--- src/shared/sysopt_pkg.sv ---
// Package of constants and carriers for the system option register bank
package sysopt_pkg;

  // ************************************************************
  // Register indices and byte addresses
  // ************************************************************
  localparam int              SYSOPT_NREG      = 3;
  localparam logic [7:0]      SYSOPT_IDX_ONE   = 8'h1F;
  localparam logic [7:0]      SYSOPT_IDX_TWO   = 8'h1E;
  localparam logic [7:0]      SYSOPT_IDX_THREE = 8'h09;
  localparam logic [11:0]     SYSOPT_ADDR_ONE  = {2'h0, SYSOPT_IDX_ONE, 2'h0};
  localparam logic [11:0]     SYSOPT_ADDR_TWO  = {2'h0, SYSOPT_IDX_TWO, 2'h0};
  localparam logic [11:0]     SYSOPT_ADDR_THR  = {2'h0, SYSOPT_IDX_THREE, 2'h0};
  localparam logic [7:0]      SYSOPT_RST_VAL   = 8'h00;
  localparam logic [2:0][7:0] SYSOPT_WR_MASK   = {8'hFE, 8'hFE, 8'hF7};

  // ************************************************************
  // Field positions, register one
  // ************************************************************
  localparam int SYSOPT_C1_WDOG_RATE = 7;
  localparam int SYSOPT_C1_LVI_HALT  = 6;
  localparam int SYSOPT_C1_LVI_RSTD  = 5;
  localparam int SYSOPT_C1_LVI_PWRD  = 4;
  localparam int SYSOPT_C1_LVI_VSEL  = 3;
  localparam int SYSOPT_C1_SHORT_REC = 2;
  localparam int SYSOPT_C1_HALT_INS  = 1;
  localparam int SYSOPT_C1_WDOG_DIS  = 0;

  // ************************************************************
  // Field positions, registers two and three
  // ************************************************************
  localparam int SYSOPT_C2_BAUD_BUS  = 7;
  localparam int SYSOPT_C2_XTAL      = 6;
  localparam int SYSOPT_C2_EXTCLK    = 5;
  localparam int SYSOPT_C2_SLOW      = 4;
  localparam int SYSOPT_C2_TB_PRE    = 3;
  localparam int SYSOPT_C2_OSC_HALT  = 2;
  localparam int SYSOPT_C2_SS_PU_DIS = 1;
  localparam int SYSOPT_C3_RANGE     = 7;
  localparam int SYSOPT_C3_SLEW_LO   = 3;
  localparam int SYSOPT_C3_ASYNC_PIN = 2;
  localparam int SYSOPT_C3_SPI_PIN   = 1;

  // ************************************************************
  // Cycle counts and amplifier range codes handed to the consumers
  // ************************************************************
  localparam logic [12:0] SYSOPT_REC_SHORT  = 13'h0020;
  localparam logic [12:0] SYSOPT_REC_LONG   = 13'h1000;
  localparam logic [12:0] SYSOPT_STAB_XTAL  = 13'h1000;
  localparam logic [12:0] SYSOPT_STAB_CLK   = 13'h0010;
  localparam logic [2:0]  SYSOPT_AMP_FAST   = 3'h1;
  localparam logic [2:0]  SYSOPT_AMP_MID    = 3'h2;
  localparam logic [2:0]  SYSOPT_AMP_SLOW   = 3'h4;
  localparam logic [2:0]  SYSOPT_AMP_NONE   = 3'h0;

  // ************************************************************
  // Carriers
  // ************************************************************
  typedef struct packed {
    logic        lvi_powered;
    logic        lvi_run_in_halt;
    logic        lvi_reset_out;
    logic [12:0] halt_recovery_cycles;
    logic        halt_instr_legal;
    logic        watchdog_enable;
    logic        watchdog_rate_select;
    logic        async_clk_from_bus;
    logic        osc_in_is_clock;
    logic        osc_out_is_crystal;
    logic [12:0] stab_cycles;
    logic        slow_crystal;
    logic        tb_prescale_en;
    logic        clocks_in_halt;
    logic        ss_pullup_en;
    logic [2:0]  amp_range_sel;
    logic [3:0]  slew_en;
    logic        async_pins_alt;
    logic        spi_pins_alt;
  } sysopt_out_s;

  typedef struct packed {
    logic [2:0][7:0] regs;
    logic [2:0]      lock;
    logic [31:0]     prdata;
    logic            pready;
    logic            pslverr;
    sysopt_out_s     outs;
  } sysopt_state_s;

endpackage

--- src/rtl/sysopt_regs.sv ---
// Write-once system option register bank on APB with static fan-out
//
// Our own choices: the APB slave port and the address map.
`timescale 1ns/100ps

// Contract
// - Monitor runs in halt when powered and halt-enable bit set; reset clears it.
// - Reset-disable bit blocks the monitor's reset request, else passes it.
// - Power-disable bit turns off monitor power and its halt run, but not its reset request path.
// - Voltage select picks 5-V or 3-V mode; only power-on reset clears it.
// - Halt exit waits 32 oscillator cycles when short recovery set, else 4096.
// - Halt exit caused by monitor reset always uses the long delay.
// - Halt instruction executes when enabled, otherwise treated as illegal opcode.
// - Watchdog disable bit holds the watchdog off; clear means enabled.
// - Async port clocks from bus clock when set, oscillator clock when clear.
// - Crystal enable works only with external clock enable; then output pin crystal.
// - External clock enable routes input pin to clock; clear leaves both pins I/O.
// - Stabilisation divider times out after 4096 with crystal, else 16 cycles.
// - Slow crystal bit selects slow crystal and low expected frequency.
// - Timebase prescale bit inserts extra divide-by-128 stage.
// - Keep-in-halt bit keeps clocks running; clear stops them low in halt.
// - Slave-select pullup on when disable bit clear, off when set.
// - Slow and range bits decode oscillator amplifier range; 11 reserved.
// - While slow crystal set, range bit forced zero and writes ignored.
// - Four slew bits select slew-controlled drive for their outputs.
// - SPI pin select picks the alternate or default SPI pin group.
// - Each register takes one write per reset, cleared by reset except voltage select, readable anytime.
module sysopt_regs
  import sysopt_pkg::*;
(
  input  wire logic        pclk,
  input  wire logic        presetn,
  input  wire logic        por_n,
  input  wire logic        psel,
  input  wire logic        penable,
  input  wire logic        pwrite,
  input  wire logic [11:0] paddr,
  input  wire logic [31:0] pwdata,
  output logic      [31:0] prdata,
  output logic             pready,
  output logic             pslverr,
  input  wire logic        lvi_reset_req,
  input  wire logic        halt_exit_by_lvi,
  output logic             lvi_volt_5v,
  output sysopt_out_s      cfg_out
);

  // ************************************************************
  // State
  // ************************************************************
  sysopt_state_s st_q;
  sysopt_state_s st_d;
  logic          vsel_q;
  logic          vsel_d;
  logic          setup;
  logic          access;
  logic          hit;
  logic [1:0]    sel;
  logic [2:0]    wr;
  logic [7:0]    rd;
  logic [7:0]    r1;
  logic [7:0]    r2;
  logic [7:0]    r3;

  // ************************************************************
  // Address decode
  // ************************************************************
  always_comb begin
    hit = 1'b1;
    sel = 2'h0;
    case (paddr)
      SYSOPT_ADDR_ONE: sel = 2'h0;
      SYSOPT_ADDR_TWO: sel = 2'h1;
      SYSOPT_ADDR_THR: sel = 2'h2;
      default:         hit = 1'b0;
    endcase
  end

  assign setup  = psel & ~penable;
  assign access = psel & penable & st_q.pready;

  // ************************************************************
  // Per-register write strobes, gated by each lock
  // ************************************************************
  genvar g;
  generate
    for (g = 0; g < SYSOPT_NREG; g++) begin : g_wr
      assign wr[g] = access & pwrite & hit & (sel == 2'(g)) & ~st_q.lock[g];
    end
  endgenerate

  // Voltage select lives outside the main state: only power-on reset clears it
  assign vsel_d = wr[0] ? pwdata[SYSOPT_C1_LVI_VSEL] : vsel_q;

  // ************************************************************
  // Next state
  // ************************************************************
  always_comb begin
    st_d         = st_q;
    st_d.pready  = 1'b0;
    st_d.pslverr = 1'b0;
    rd           = SYSOPT_RST_VAL;
    if (setup) begin
      // Answer lands in the first access cycle: zero wait states
      rd = st_q.regs[sel];
      if (sel == 2'h0) begin
        rd[SYSOPT_C1_LVI_VSEL] = vsel_q;
      end
      st_d.pready  = 1'b1;
      st_d.pslverr = ~hit;
      st_d.prdata  = {24'h000000, rd & {8{hit}}};
    end
    for (int i = 0; i < SYSOPT_NREG; i++) begin
      if (wr[i]) begin
        st_d.regs[i] = pwdata[7:0] & SYSOPT_WR_MASK[i];
        st_d.lock[i] = 1'b1;
      end
    end
    // Range bit cannot stick while slow crystal is chosen
    if (st_d.regs[1][SYSOPT_C2_SLOW]) begin
      st_d.regs[2][SYSOPT_C3_RANGE] = 1'b0;
    end
    r1 = st_d.regs[0];
    r2 = st_d.regs[1];
    r3 = st_d.regs[2];
    st_d.outs.lvi_powered     = ~r1[SYSOPT_C1_LVI_PWRD];
    st_d.outs.lvi_run_in_halt = ~r1[SYSOPT_C1_LVI_PWRD] & r1[SYSOPT_C1_LVI_HALT];
    st_d.outs.lvi_reset_out   = lvi_reset_req & ~r1[SYSOPT_C1_LVI_RSTD];
    // Monitor reset exit ignores the short option
    if (r1[SYSOPT_C1_SHORT_REC] & ~halt_exit_by_lvi) begin
      st_d.outs.halt_recovery_cycles = SYSOPT_REC_SHORT;
    end else begin
      st_d.outs.halt_recovery_cycles = SYSOPT_REC_LONG;
    end
    st_d.outs.halt_instr_legal     = r1[SYSOPT_C1_HALT_INS];
    st_d.outs.watchdog_enable      = ~r1[SYSOPT_C1_WDOG_DIS];
    st_d.outs.watchdog_rate_select = r1[SYSOPT_C1_WDOG_RATE];
    st_d.outs.async_clk_from_bus   = r2[SYSOPT_C2_BAUD_BUS];
    st_d.outs.osc_in_is_clock      = r2[SYSOPT_C2_EXTCLK];
    st_d.outs.osc_out_is_crystal   = r2[SYSOPT_C2_EXTCLK] & r2[SYSOPT_C2_XTAL];
    // Divider follows the crystal bit alone, as the clock monitor sees it
    if (r2[SYSOPT_C2_XTAL]) begin
      st_d.outs.stab_cycles = SYSOPT_STAB_XTAL;
    end else begin
      st_d.outs.stab_cycles = SYSOPT_STAB_CLK;
    end
    st_d.outs.slow_crystal   = r2[SYSOPT_C2_SLOW];
    st_d.outs.tb_prescale_en = r2[SYSOPT_C2_TB_PRE];
    st_d.outs.clocks_in_halt = r2[SYSOPT_C2_OSC_HALT];
    st_d.outs.ss_pullup_en   = ~r2[SYSOPT_C2_SS_PU_DIS];
    case ({r2[SYSOPT_C2_SLOW], r3[SYSOPT_C3_RANGE]})
      2'h0:    st_d.outs.amp_range_sel = SYSOPT_AMP_FAST;
      2'h1:    st_d.outs.amp_range_sel = SYSOPT_AMP_MID;
      2'h2:    st_d.outs.amp_range_sel = SYSOPT_AMP_SLOW;
      default: st_d.outs.amp_range_sel = SYSOPT_AMP_NONE;
    endcase
    st_d.outs.slew_en        = r3[SYSOPT_C3_SLEW_LO +: 4];
    st_d.outs.async_pins_alt = r3[SYSOPT_C3_ASYNC_PIN];
    st_d.outs.spi_pins_alt   = r3[SYSOPT_C3_SPI_PIN];
  end

  // ************************************************************
  // Registers
  // ************************************************************
  always_ff @(posedge pclk or negedge presetn) begin
    if (!presetn) begin
      st_q                           <= '0;
      st_q.outs.lvi_powered          <= 1'b1;
      st_q.outs.halt_recovery_cycles <= SYSOPT_REC_LONG;
      st_q.outs.watchdog_enable      <= 1'b1;
      st_q.outs.stab_cycles          <= SYSOPT_STAB_CLK;
      st_q.outs.ss_pullup_en         <= 1'b1;
      st_q.outs.amp_range_sel        <= SYSOPT_AMP_FAST;
    end else begin
      st_q <= st_d;
    end
  end

  always_ff @(posedge pclk or negedge por_n) begin
    if (!por_n) begin
      vsel_q <= 1'b0;
    end else begin
      vsel_q <= vsel_d;
    end
  end

  assign prdata      = st_q.prdata;
  assign pready      = st_q.pready;
  assign pslverr     = st_q.pslverr;
  assign cfg_out     = st_q.outs;
  assign lvi_volt_5v = vsel_q;
endmodule // sysopt_regs

--- config.mk ---
export PLATFORM = sky130hd
export DESIGN_NAME = sysopt_regs
export DESIGN_NICKNAME = d
export VERILOG_FILES = /design/src/shared/sysopt_pkg.sv /design/src/rtl/sysopt_regs.sv
export SDC_FILE = /design/constraint.sdc
export NUM_CORES = 1
export LEC_CHECK = 0
export BUFFER_PORTS_ARGS = -buffer_cell sky130_fd_sc_hd__clkbuf_2
export CAP_MARGIN = 0
export CORE_ASPECT_RATIO = 0.75
export CORE_MARGIN = 3
export CORE_UTILIZATION = 49
export CTS_CLUSTER_DIAMETER = 60
export DETAILED_ROUTE_END_ITERATION = 16
export PLACE_DENSITY = 0.95
export SYNTH_ARGS = -nofsm -noshare
export SYNTH_HDL_FRONTEND = slang
export SYNTH_SLANG_ARGS = --single-unit
--- constraint.sdc ---
create_clock -name pclk -period 2.3 [get_ports pclk]
set_clock_uncertainty 0.05 [all_clocks]
set_input_delay 0.575 -clock pclk [delete_from_list [all_inputs] [get_ports pclk]]
set_output_delay 0.575 -clock pclk [all_outputs]
set_load 0.02 [all_outputs]
After elaboration in Yosys (flattened, before gate mapping):

Cells that the tools add are included.
Widths: inputs -> output; s select.

* register bits: 83
* input port bits: 52
* output and inout port bits: 83
* word-level logic and storage cells: 80

* $lt $le $gt $ge: 1
* eq/ne operators: 7
* muxes and demuxes: 14
* bitwise logic cells: 26
* reductions and logical operators: 3

Operators by type and width (number)
* $mux 8: 4
* $mux 13: 2
* $eq 12x7->1 const B: 2
* $bmux 8 s2: 1
* $and 1x1->1: 15
* $eq 12x6->1 const B: 1
* $not 1->1: 10
* $pmux 3 s3: 1
* $and 8x8->8: 1
* $eq 2x1->1 const B: 2
* $eq 2x2->1 const B: 2
* $logic_not 2->1: 2
* $mux 1: 4
* $pmux 2 s2: 1
* $lt 2x3->1 const B: 1
* $reduce_or 3->1: 1
* $mux 2: 1

Longest topological paths before layout:

Gate-level depths: netlist (run 1).

* depth in word-level cells: 10
* mapped depth: 5

Worst setup path after synthesis (run 1):

OpenSTA, ideal clock, no wires.

* path type: input-to-reg
* from: input port paddr[7]
* to: register (tool-made name)
* library setup time: 125 ps
* arrival time: 1927 ps
* path slack: 198 ps
* stages on the path: 5
* buffers on the path: 1
* cell sequence: nor4b_4 nand4_4 nor3_2 buf_4 mux2_2

RTL lines
* start: declaration: RTL line sysopt_regs.sv:37 `input wire logic [11:0] paddr,`

==> results.yml, run 1 <==
outcome:
  run_status: "finished, final reports clean"
grt:
  grt.total_usage_pct: 17.1
  grt_max_degree: 45
  grt-ovfl-total: 0
  first_global_vias: 1614
  antenna_found_initial: 0
  grt_pass1_wl_um: 8140
clocking:
  holdBufCountCts: 1
  clkTransAtPathRegs_ns: 0.08
  clock-sinks: 45
  clk_latency_ns: 0.29
  cts_buffer_depth: 2
  cts_tree: "built"
  postCtsSetupRepairBufs: 0
  cts_max_level: 2
  cts_buffers: 5
  root_buffer: "clkbuf_8"
  ctsResizeCount: 0
floorplanning:
  core_area_mm2: 0.00498
  fp.dieH_um: 68.9
  start_util_pct: 51.9
  ioPinCount: 135
  row_count: 22
  die_area_mm2: 0.00619
  die_width_um: 89.9
routing:
  num_vias: 1659
  dr.pass1.iters: 4
  ant_nets: 0
  wl_per_cell_um: 15.0
  finalWirelength_um: 5250
  vias_per_cell: 4.73
  drc_errors: 0
  drt_iter0_drc: 68
sta:
  period_share_pct: 84.9
  fmax_mhz: 512
  slew_viol_final: 0
  hold_viol: 0
  period_needed_ns: 1.95
  relSlewSlack_pct: 63.9
  worst-slew-pin-transition_ns: 0.541
  finalSetupViolations: 0
  setup_tns_ns: 0
  fin_hold_ws_ns: 0.289
  grt_setup_unrepaired: "false"
worst_setup_path:
  reg2reg_depth: 4
  arrival_ns: 2.08
  worstSetupPathType: "primary input to flop"
  crit_path_top_delay_cell: "nor4b_4"
  reg2reg_from: "st_q[83]$_DFFE_PN0N_"
  cp_max_fo: 12
  required_ns: 2.43
  crit_buf_inv: 2
  r2r_setup_slack_ns: 0.74
  cp.depth: 6
  cp_top_family: "simple AND/OR/NAND/NOR gates"
  cp-end-kind: "flop"
  critical_path.cell_chain: "clkbuf_2, nor4b_4, nand4_4, nor3_2, buf_12, mux2_2"
  cpPeakStageDelay_ns: 0.38
  worst_setup_path_start_kind: "primary input"
  rr_endpoint: "st_q[100]$_DFFE_PN0N_"
flow_run:
  maxCapViolations: 0
layout:
  fillCellCount: 425
  drive_gt1_share_pct: 41.2
  final_nets: 330
  antennaDiodeCount: 0
  area_growth_pct: 7.22
pwr:
  peakVddDrop_v: 0.000284
  leakagePower_nw: 1.48
  clockPowerShare_pct: 39.6
  powerDensity_mw_per_mm2: 564
  swShare_pct: 24.7
  combPwrFrac_pct: 9.6
  p_seq_share_pct: 50.8
  p_sw_uw: 386
  power.internal_mw: 1.18
logic_synthesis:
  yosysSeqAreaShare_pct: 43.9
  synth-adder-area-share_pct: 0
  yosysWarnings: 0
  synth_simple_gate_area_share_pct: 13.4
  synth_top_family_by_area: "buffers and inverters"
  yosys.cell_types.count: 35
  ys_ff_latch: 45
  synth_xor_area_share_pct: 0
  synth_area_per_cell_um2: 11.0
  synth-compound-area-share_pct: 7.99
  syn_area_mm2: 0.00258
  synthArstFlopShare_pct: 100
  muxShareOfSynthArea_pct: 10.1
  synth_edf_count: 0
  synthCells: 235
  synthFlopType: "dfrtp_1"
placement:
  hpwl_um: 4100
  portBuffers: 64
  gp_congestion: 0.851
worst_hold_path:
  min_path_type: "primary input to asynchronous set/reset pin"
## flip-flops by register name, summed over array words and instances (netlist names), named ones only
signal	count
pslverr	1
prdata	8
cfg_out	13
lvi_volt_5v	1
pready	1
st_q	17
## cells in the mapped netlist (3+ instances only)
master    instances  area share (%)
mux2i_1           8             3.1
nand3_1           4            0.77
nand2b_1          4            0.97
buf_4            81              24
a221o_1           5             1.9
nor2_1            5            0.73
mux2_2           16             7.0
a22o_1            6             2.0
and2_1            6             1.5
dfrtp_1          39              38
dfstp_2           6             6.1
inv_1             5            0.73
or2_2             6             1.5
o21ai_0           7             1.4
and4_1            3             1.0
nand2_1          10             1.5
## area by class of cell
type / count / area, um2 / share of cell area (%)
Inverter: 5 / 18.8 / 0.678
Tap cell: 72 / 90.1 / 3.25
Multi-Input combinational cell: 147 / 985 / 35.5
Clock inverter: 2 / 37.5 / 1.36
Sequential cell: 45 / 1130 / 40.9
Timing Repair Buffer: 74 / 423 / 15.3
Clock buffer: 6 / 82.6 / 2.98
## power groups by stage
stage | combinational (mW) | sequential, mW | clock, mW
final | 0.150 | 0.794 | 0.619
after global routing | 0.166 | 0.794 | 0.668
after CTS | 0.149 | 0.794 | 0.635
after detailed placement | 0.148 | 0.809 | 0
after global placement | 0.145 | 0.809 | 0
after floorplan | 0.145 | 0.812 | 0
## routing by layer
metal,global-route usage [%],vias to the layer above,wire (um)
met1,22.4,809,2280
met3,4.66,8,397
li1,-,767,-
met2,27.5,75,2510
met5,0,-,0
met4,7.06,0,60
## cells by family (layout without fill, tap and decap cells)
family,after synthesis,in the layout
buffers and inverters,88,87
AO/OA/AOI/OAI,27,27
multiplexers,24,24
other,1,46
flip-flops,45,45
AND/OR/NAND/NOR,50,50
## worst max path at each step
stage | from | end | slack, ns
after global routing | paddr[7] | st_q[86]$_DFFE_PN0P_ | 0.30
after floorplan | paddr[7] | flop | 0.20
after CTS | paddr[7] | lvi_volt_5v$_DFFE_PN0P_ | 0.36
after global placement | paddr[7] | lvi_volt_5v$_DFFE_PN0P_ | 0.1
after detailed placement | paddr[7] | lvi_volt_5v$_DFFE_PN0P_ | 0.05
final | paddr[7] | flop | 0.35
## layout by cell type (no fill, tap or decap), drive strengths merged, types with 3 or more instances in the layout
cell type  Yosys  layout
dfrtp         39      39
mux2          16      16
inv            5       5
nand3          4       4
conb           1      46
dfstp          6       6
buf           81       9
or2            6       6
mux2i          8       8
a221o          5       5
and4           3       3
clkbuf         2      70
nand2b         4       4
a22o           6       6
o21ai          7       7
and2           6       6
nand2         10      10
nand4          3       3
nor2           5       5
## metrics by stage
stage / worst slack, ns / utilization (%) / total power [mW] / instances / area [um2]
after floorplan: 0.198 / - / 0.957 / 280 / 2750
after global placement: 0.0999 / 53.0 / 0.954 / 342 / 2640
after detailed placement: 0.0528 / 53.0 / 0.957 / 342 / 2640
after CTS: 0.364 / 55.6 / 1.58 / 351 / 2770
after global routing: 0.299 / 55.6 / 1.63 / 351 / 2770
final: 0.348 / 55.6 / 1.56 / 351 / 2770
Note: power is estimated with default switching activity, not from simulation.
==> run 2: changes to the inputs <==
ABC_AREA = 1   (was default)
CORE_UTILIZATION = 42   (was 49)
PLACE_DENSITY = 0.86   (was 0.95)
clock period = 1.6 ns   (was 2.3 ns; I/O delays follow)
==> run 2 against run 1 <==
Critical path depth increased by 5. Wire length grew 11%. Clock power grew 8.6%. Final cell count increased by 31%. Synthesized cell count rose by 38%. Utilization shrank 8.2 points.
==> results.yml, run 2 <==
outcome:
  run_status: "finished, final reports clean"
routing:
  finalWirelength_um: 5830
  drt_iter0_drc: 150
  vias_per_cell: 4.36
  dr.pass1.iters: 5
  drc_errors: 0
  ant_nets: 0
  num_vias: 2012
  wl_per_cell_um: 12.6
logic_synthesis:
  synthTopCellsByCount: "buf_4 (80), nand2_1 (71), dfrtp_1 (39)"
  synthArstFlopShare_pct: 100
  yosys.area.top_type: "dfrtp_1"
  synthTopCellsByArea: "dfrtp_1 (35%), buf_4 (22%), nand2_1 (9.6%)"
  yosysSeqAreaShare_pct: 40.7
  ys_ff_latch: 45
  synthCells: 325
  synthFlopType: "dfrtp_1"
  synth_edf_count: 0
  yosysWarnings: 0
  synth_top_cell_area_share_pct: 35.0
  synth_area_per_cell_um2: 8.57
  yosys.cell_types.count: 28
  yosysMostFrequentCell: "buf_4"
  syn_area_mm2: 0.00279
clocking:
  root_buffer: "clkbuf_8"
  cts_max_level: 2
  cts_buffers: 5
  clkTransAtPathRegs_ns: 0.07
  cts_tree: "built"
  clk_latency_ns: 0.30
  cts_buffer_depth: 2
  clock-sinks: 45
sta:
  fmax_mhz: 682
  finalSetupViolations: 0
  worst_slack_ns: 0.134
  grt_setup_unrepaired: "false"
  period_share_pct: 91.6
  period_needed_ns: 1.47
  slew_viol_final: 0
  hold_viol: 0
floorplanning:
  ioPinCount: 135
  start_util_pct: 43.9
  row_count: 25
  die_area_mm2: 0.00765
  fp.dieH_um: 76.5
  core_area_mm2: 0.00635
  die_width_um: 100
worst_setup_path:
  arrival_ns: 1.61
  required_ns: 1.75
  worst_setup_path_start_kind: "primary input"
  worstSetupPathType: "primary input to flop"
  cp_max_fo: 9
  cp-end-kind: "flop"
grt:
  first_global_vias: 1917
  antenna_found_initial: 0
  grt.total_usage_pct: 15.5
  grt-ovfl-total: 0
  grt_max_degree: 31
  grt_pass1_wl_um: 9430
pwr:
  power.total_mw: 2.05
  peakVddDrop_v: 0.000294
  powerDensity_mw_per_mm2: 681
  leakagePower_nw: 1.78
layout:
  drive_gt1_share_pct: 35.3
  largest_reg_flops: 17
  fin_util_pct: 47.4
  area_growth_pct: 8.13
  mostFrequentLayoutCells: "nand2_1 (71), clkbuf_2 (64), conb_1 (46)"
  top_register: "st_q"
  final_nets: 431
  antennaDiodeCount: 0
  layout_commonest_cell: "nand2_1"
placement:
  hpwl_um: 4800
  gp_congestion: 0.874
  dp_slack_ns: -0.166
  portBuffers: 64
worst_hold_path:
  min_path_type: "primary input to flop"
flow_run:
  maxCapViolations: 0
-- run 2: cell count changes after synthesis, sizes merged, moves of 8 or more --
cell,change
nor2,+20
inv,+40
nand3,+11
nand2,+71
mux2i,-8
mux2,-16
-- run 2: kinds of logic after synthesis --
kind of cell / count (synthesis) / synth area share [%]
compound gates: 22 / 4.54
buf+inv: 126 / 28.0
flops: 45 / 40.7
other cells: 1 / 0.135
simple gates: 131 / 26.6
-- run 2: cell type report --
| class | instances | area [um2] |
|---|---|---|
| Inverter | 45 | 169 |
| Tap cell | 81 | 101 |
| Timing Repair Buffer | 83 | 480 |
| Clock buffer | 8 | 80.1 |
| Multi-Input combinational cell | 199 | 1050 |
| Fill cell | 631 | 3340 |
| Sequential cell | 45 | 1130 |
-- run 2: what timing repair did --
item	4_1_cts	5_1_grt
hold buffers	2	0
endpoints found under the hold margin	13	0
buffers inserted	0	0
gates resized for setup	0	2
endpoints found under the setup margin	0	3
-- run 2: critical path, stage by stage --
cell      delay (ns)
clkbuf_2        0.08
inv_1           0.11
nand2_2         0.10
nor2_8          0.14
nand3_2         0.15
nand3_4         0.18
nand3_4         0.14
nand2_1         0.11
nand2_2         0.07
nand2_2         0.07
inv_2           0.03
-- run 2: path summary, 6_finish.rpt --
kind                                  start                      end  slack, ns  depth (start not counted)
hold / removal                    pwdata[6]    cfg_out[17]$_DFF_PN1_       0.23                          2
setup / recovery                   paddr[7]    cfg_out[37]$_DFF_PN0_       0.13                         11
max in group asynchronous           presetn    cfg_out[44]$_DFF_PN1_       0.44                          3
hold reg to reg                        flop     cfg_out[9]$_DFF_PN1_       0.42                          1
setup reg to reg           pready$_DFF_PN0_      st_q[108]$_DFF_PN0_       0.17                          6
min in group asynchronous             por_n  lvi_volt_5v$_DFFE_PN0P_       0.36                          2
-- run 2: power by group --
part	internal (mW)	switching [mW]
registers	1.14	0.00144
clock network	0.311	0.361
logic	0.0524	0.185
total	1.50	0.547
-- run 2: layer usage --
metal | global-route usage, % | up-vias | share of wire (%)
met5 | 0 | - | 0
li1 | - | 971 | -
met3 | 4.48 | 4 | 11
met4 | 3.50 | 0 | 0.69
met2 | 24.5 | 95 | 48
met1 | 21.1 | 942 | 41
-- run 2: per-stage QoR --
step / hold WS (ns) / cell area (um2) / TNS, ns / std cells
4_1_cts: 0.221 / 3000 / 0 / 461
3_5_place_dp: 0.129 / 2900 / -3.31 / 451
2_1_floorplan: 0.0544 / 2950 / 0 / 370
3_3_place_gp: 0.133 / 2900 / -1.25 / 451
6_report: 0.232 / 3010 / 0 / 461
5_1_grt: 0.233 / 3010 / 0 / 461
==> run 3: changes to the inputs <==
CORE_ASPECT_RATIO = 1.75   (was 0.75)
CORE_UTILIZATION = 47   (was 42)
PLACE_DENSITY = 0.81   (was 0.86)
clock period = 1.4 ns   (was 1.6 ns; I/O delays follow)
==> run 3 against run 2 <==
The run now ends with negative setup slack left. Via count rose by 1.8%. Sequential cell count did not move. Combinational power rose by 23%. Clock power rose by 50%. Utilization rose by 12 points. Register-to-register slack got worse by 0.22 ns. Final area rose by 11%. Non-clock buffer count rose by 11. Global-route usage rose by 1.7 points. Power rose by 27%. Hold slack got worse by 0.062 ns. Largest power group unchanged.
==> results.yml, run 3 (synthesis gave the netlist of run 2 again) <==
floorplanning:
  row_count: 36
  die_width_um: 64.2
  start_util_pct: 49.1
  fp.dieH_um: 108
  core_area_mm2: 0.00568
  die_area_mm2: 0.00692
  ioPinCount: 135
layout:
  final_nets: 445
  top_register: "st_q"
  fin_area_mm2: 0.00335
  layout_commonest_cell: "nand2_1"
  area_growth_pct: 20.2
  seqCellArea_mm2: 0.00113
  mostFrequentLayoutCells: "nand2_1 (65), clkbuf_2 (57), conb_1 (46)"
  fin_util_pct: 59.0
  fillCellCount: 514
  antennaDiodeCount: 0
  multi_input_area_mm2: 0.00118
  drive_gt1_share_pct: 43.7
  finalNonFillerCells: 470
  largest_reg_flops: 17
placement:
  placedCellCount: 451
  dp_slack_ns: -0.356
  hpwl_um: 4530
  portBuffers: 64
  gp_congestion: 0.874
  dpl_cell_area_mm2: 0.00298
grt:
  first_global_vias: 1960
  grt.total_usage_pct: 17.2
  antenna_found_initial: 0
  grt-ovfl-total: 0
  grt_pass1_wl_um: 9060
  grt_max_degree: 33
sta:
  finalSetupViolations: 3
  period_share_pct: 104
  setup_tns_ns: -0.0800
  grt_setup_unrepaired: "true"
  slew_viol_final: 0
  period_needed_ns: 1.45
  fmax_mhz: 688
  worst_slack_ns: -0.0544
  fin_hold_ws_ns: 0.170
  hold_viol: 0
worst_setup_path:
  cp-end-kind: "flop"
  arrival_ns: 1.60
  required_ns: 1.54
  cp_max_fo: 5
  worstSetupPathType: "flop to flop"
  worst_setup_path_start_kind: "flop"
routing:
  finalWirelength_um: 5920
  dr.pass1.iters: 4
  vias_per_cell: 4.36
  ant_nets: 0
  drc_errors: 0
  wl_per_cell_um: 12.6
  drt_iter0_drc: 48
  num_vias: 2049
flow_run:
  maxCapViolations: 0
outcome:
  violations: "negative setup slack"
  run_status: "finished, violations left"
clocking:
  clkTransAtPathRegs_ns: 0.09
  root_buffer: "clkbuf_8"
  cts_buffer_depth: 2
  clock-sinks: 45
  cts_tree: "built"
  clk_latency_ns: 0.30
  cts_max_level: 2
  cts_buffers: 5
worst_hold_path:
  min_path_type: "primary input to flop"
pwr:
  powerDensity_mw_per_mm2: 778
  leakagePower_nw: 1.88
  peakVddDrop_v: 0.000370
  power.total_mw: 2.60
[run 3: changes by cell type in the layout (fill, tap and decap cells not counted), moves of 3 or more]
cell | before | now
nor2_2 | 4 | 7
nand2_1 | 71 | 65
nand2_4 | 2 | 5
buf_4 | 16 | 24
clkbuf_2 | 64 | 57
buf_2 | 0 | 3
o21ai_0 | 7 | 3
inv_4 | 0 | 3
nor2_1 | 16 | 12
inv_1 | 36 | 30
buf_6 | 0 | 5
[run 3: path summary, 6_finish.rpt]
| path | start | endpoint | slack, ns | cells after the start |
|---|---|---|---|---|
| setup / recovery | pready$_DFF_PN0_ | st_q[84]$_DFFE_PN0N_ | -0.05 | 6 |
| min in group asynchronous | por_n | lvi_volt_5v$_DFFE_PN0P_ | 0.31 | 2 |
| hold reg to reg | flop | cfg_out[9]$_DFF_PN1_ | 0.39 | 1 |
| setup reg to reg | pready$_DFF_PN0_ | st_q[84]$_DFFE_PN0N_ | -0.05 | 6 |
| max in group asynchronous | presetn | cfg_out[6]$_DFF_PN1_ | 0.33 | 3 |
| hold / removal | pwdata[0] | cfg_out[30]$_DFF_PN1_ | 0.17 | 2 |
[run 3: final cells by class]
cell class / count / share of cell area, %
Multi-Input combinational cell: 201 / 35.2
Sequential cell: 45 / 33.9
Timing Repair Buffer: 94 / 18.4
Inverter: 45 / 5.87
Tap cell: 76 / 2.84
Clock buffer: 7 / 2.58
Clock inverter: 1 / 0.897
Timing Repair inverter: 1 / 0.262
[run 3: power by group]
group | switching [mW] | total [mW] | internal [mW]
combinational | 0.220 | 0.292 | 0.0724
sequential | 0.00155 | 1.31 | 1.30
clock | 0.424 | 1.01 | 0.582
total | 0.645 | 2.60 | 1.96
[run 3: timing repair]
item,in CTS,in global routing
hold buffers,2,0
setup buffers,1,6
pin swaps,6,15
hold endpoints to repair,10,0
setup endpoints to repair,10,38
gates resized for setup,9,43
gates cloned,1,2
[run 3: metal layers]
metal	up-vias	part of all wire (%)	wire [um]	track usage, %
met1	944	33	1940	17.3
met3	13	5.6	333	2.30
met2	79	59	3480	33.5
li1	1013	-	-	-
met4	0	2.9	170	8.02
met5	-	0	0	0
[run 3: worst max-delay path, stage by stage, from the launching register on]
cell      delay (ns)
dfrtp_2         0.40
nand4_1         0.14
buf_4           0.20
clkinv_8        0.08
nand3_4         0.12
inv_2           0.08
or2_2           0.27
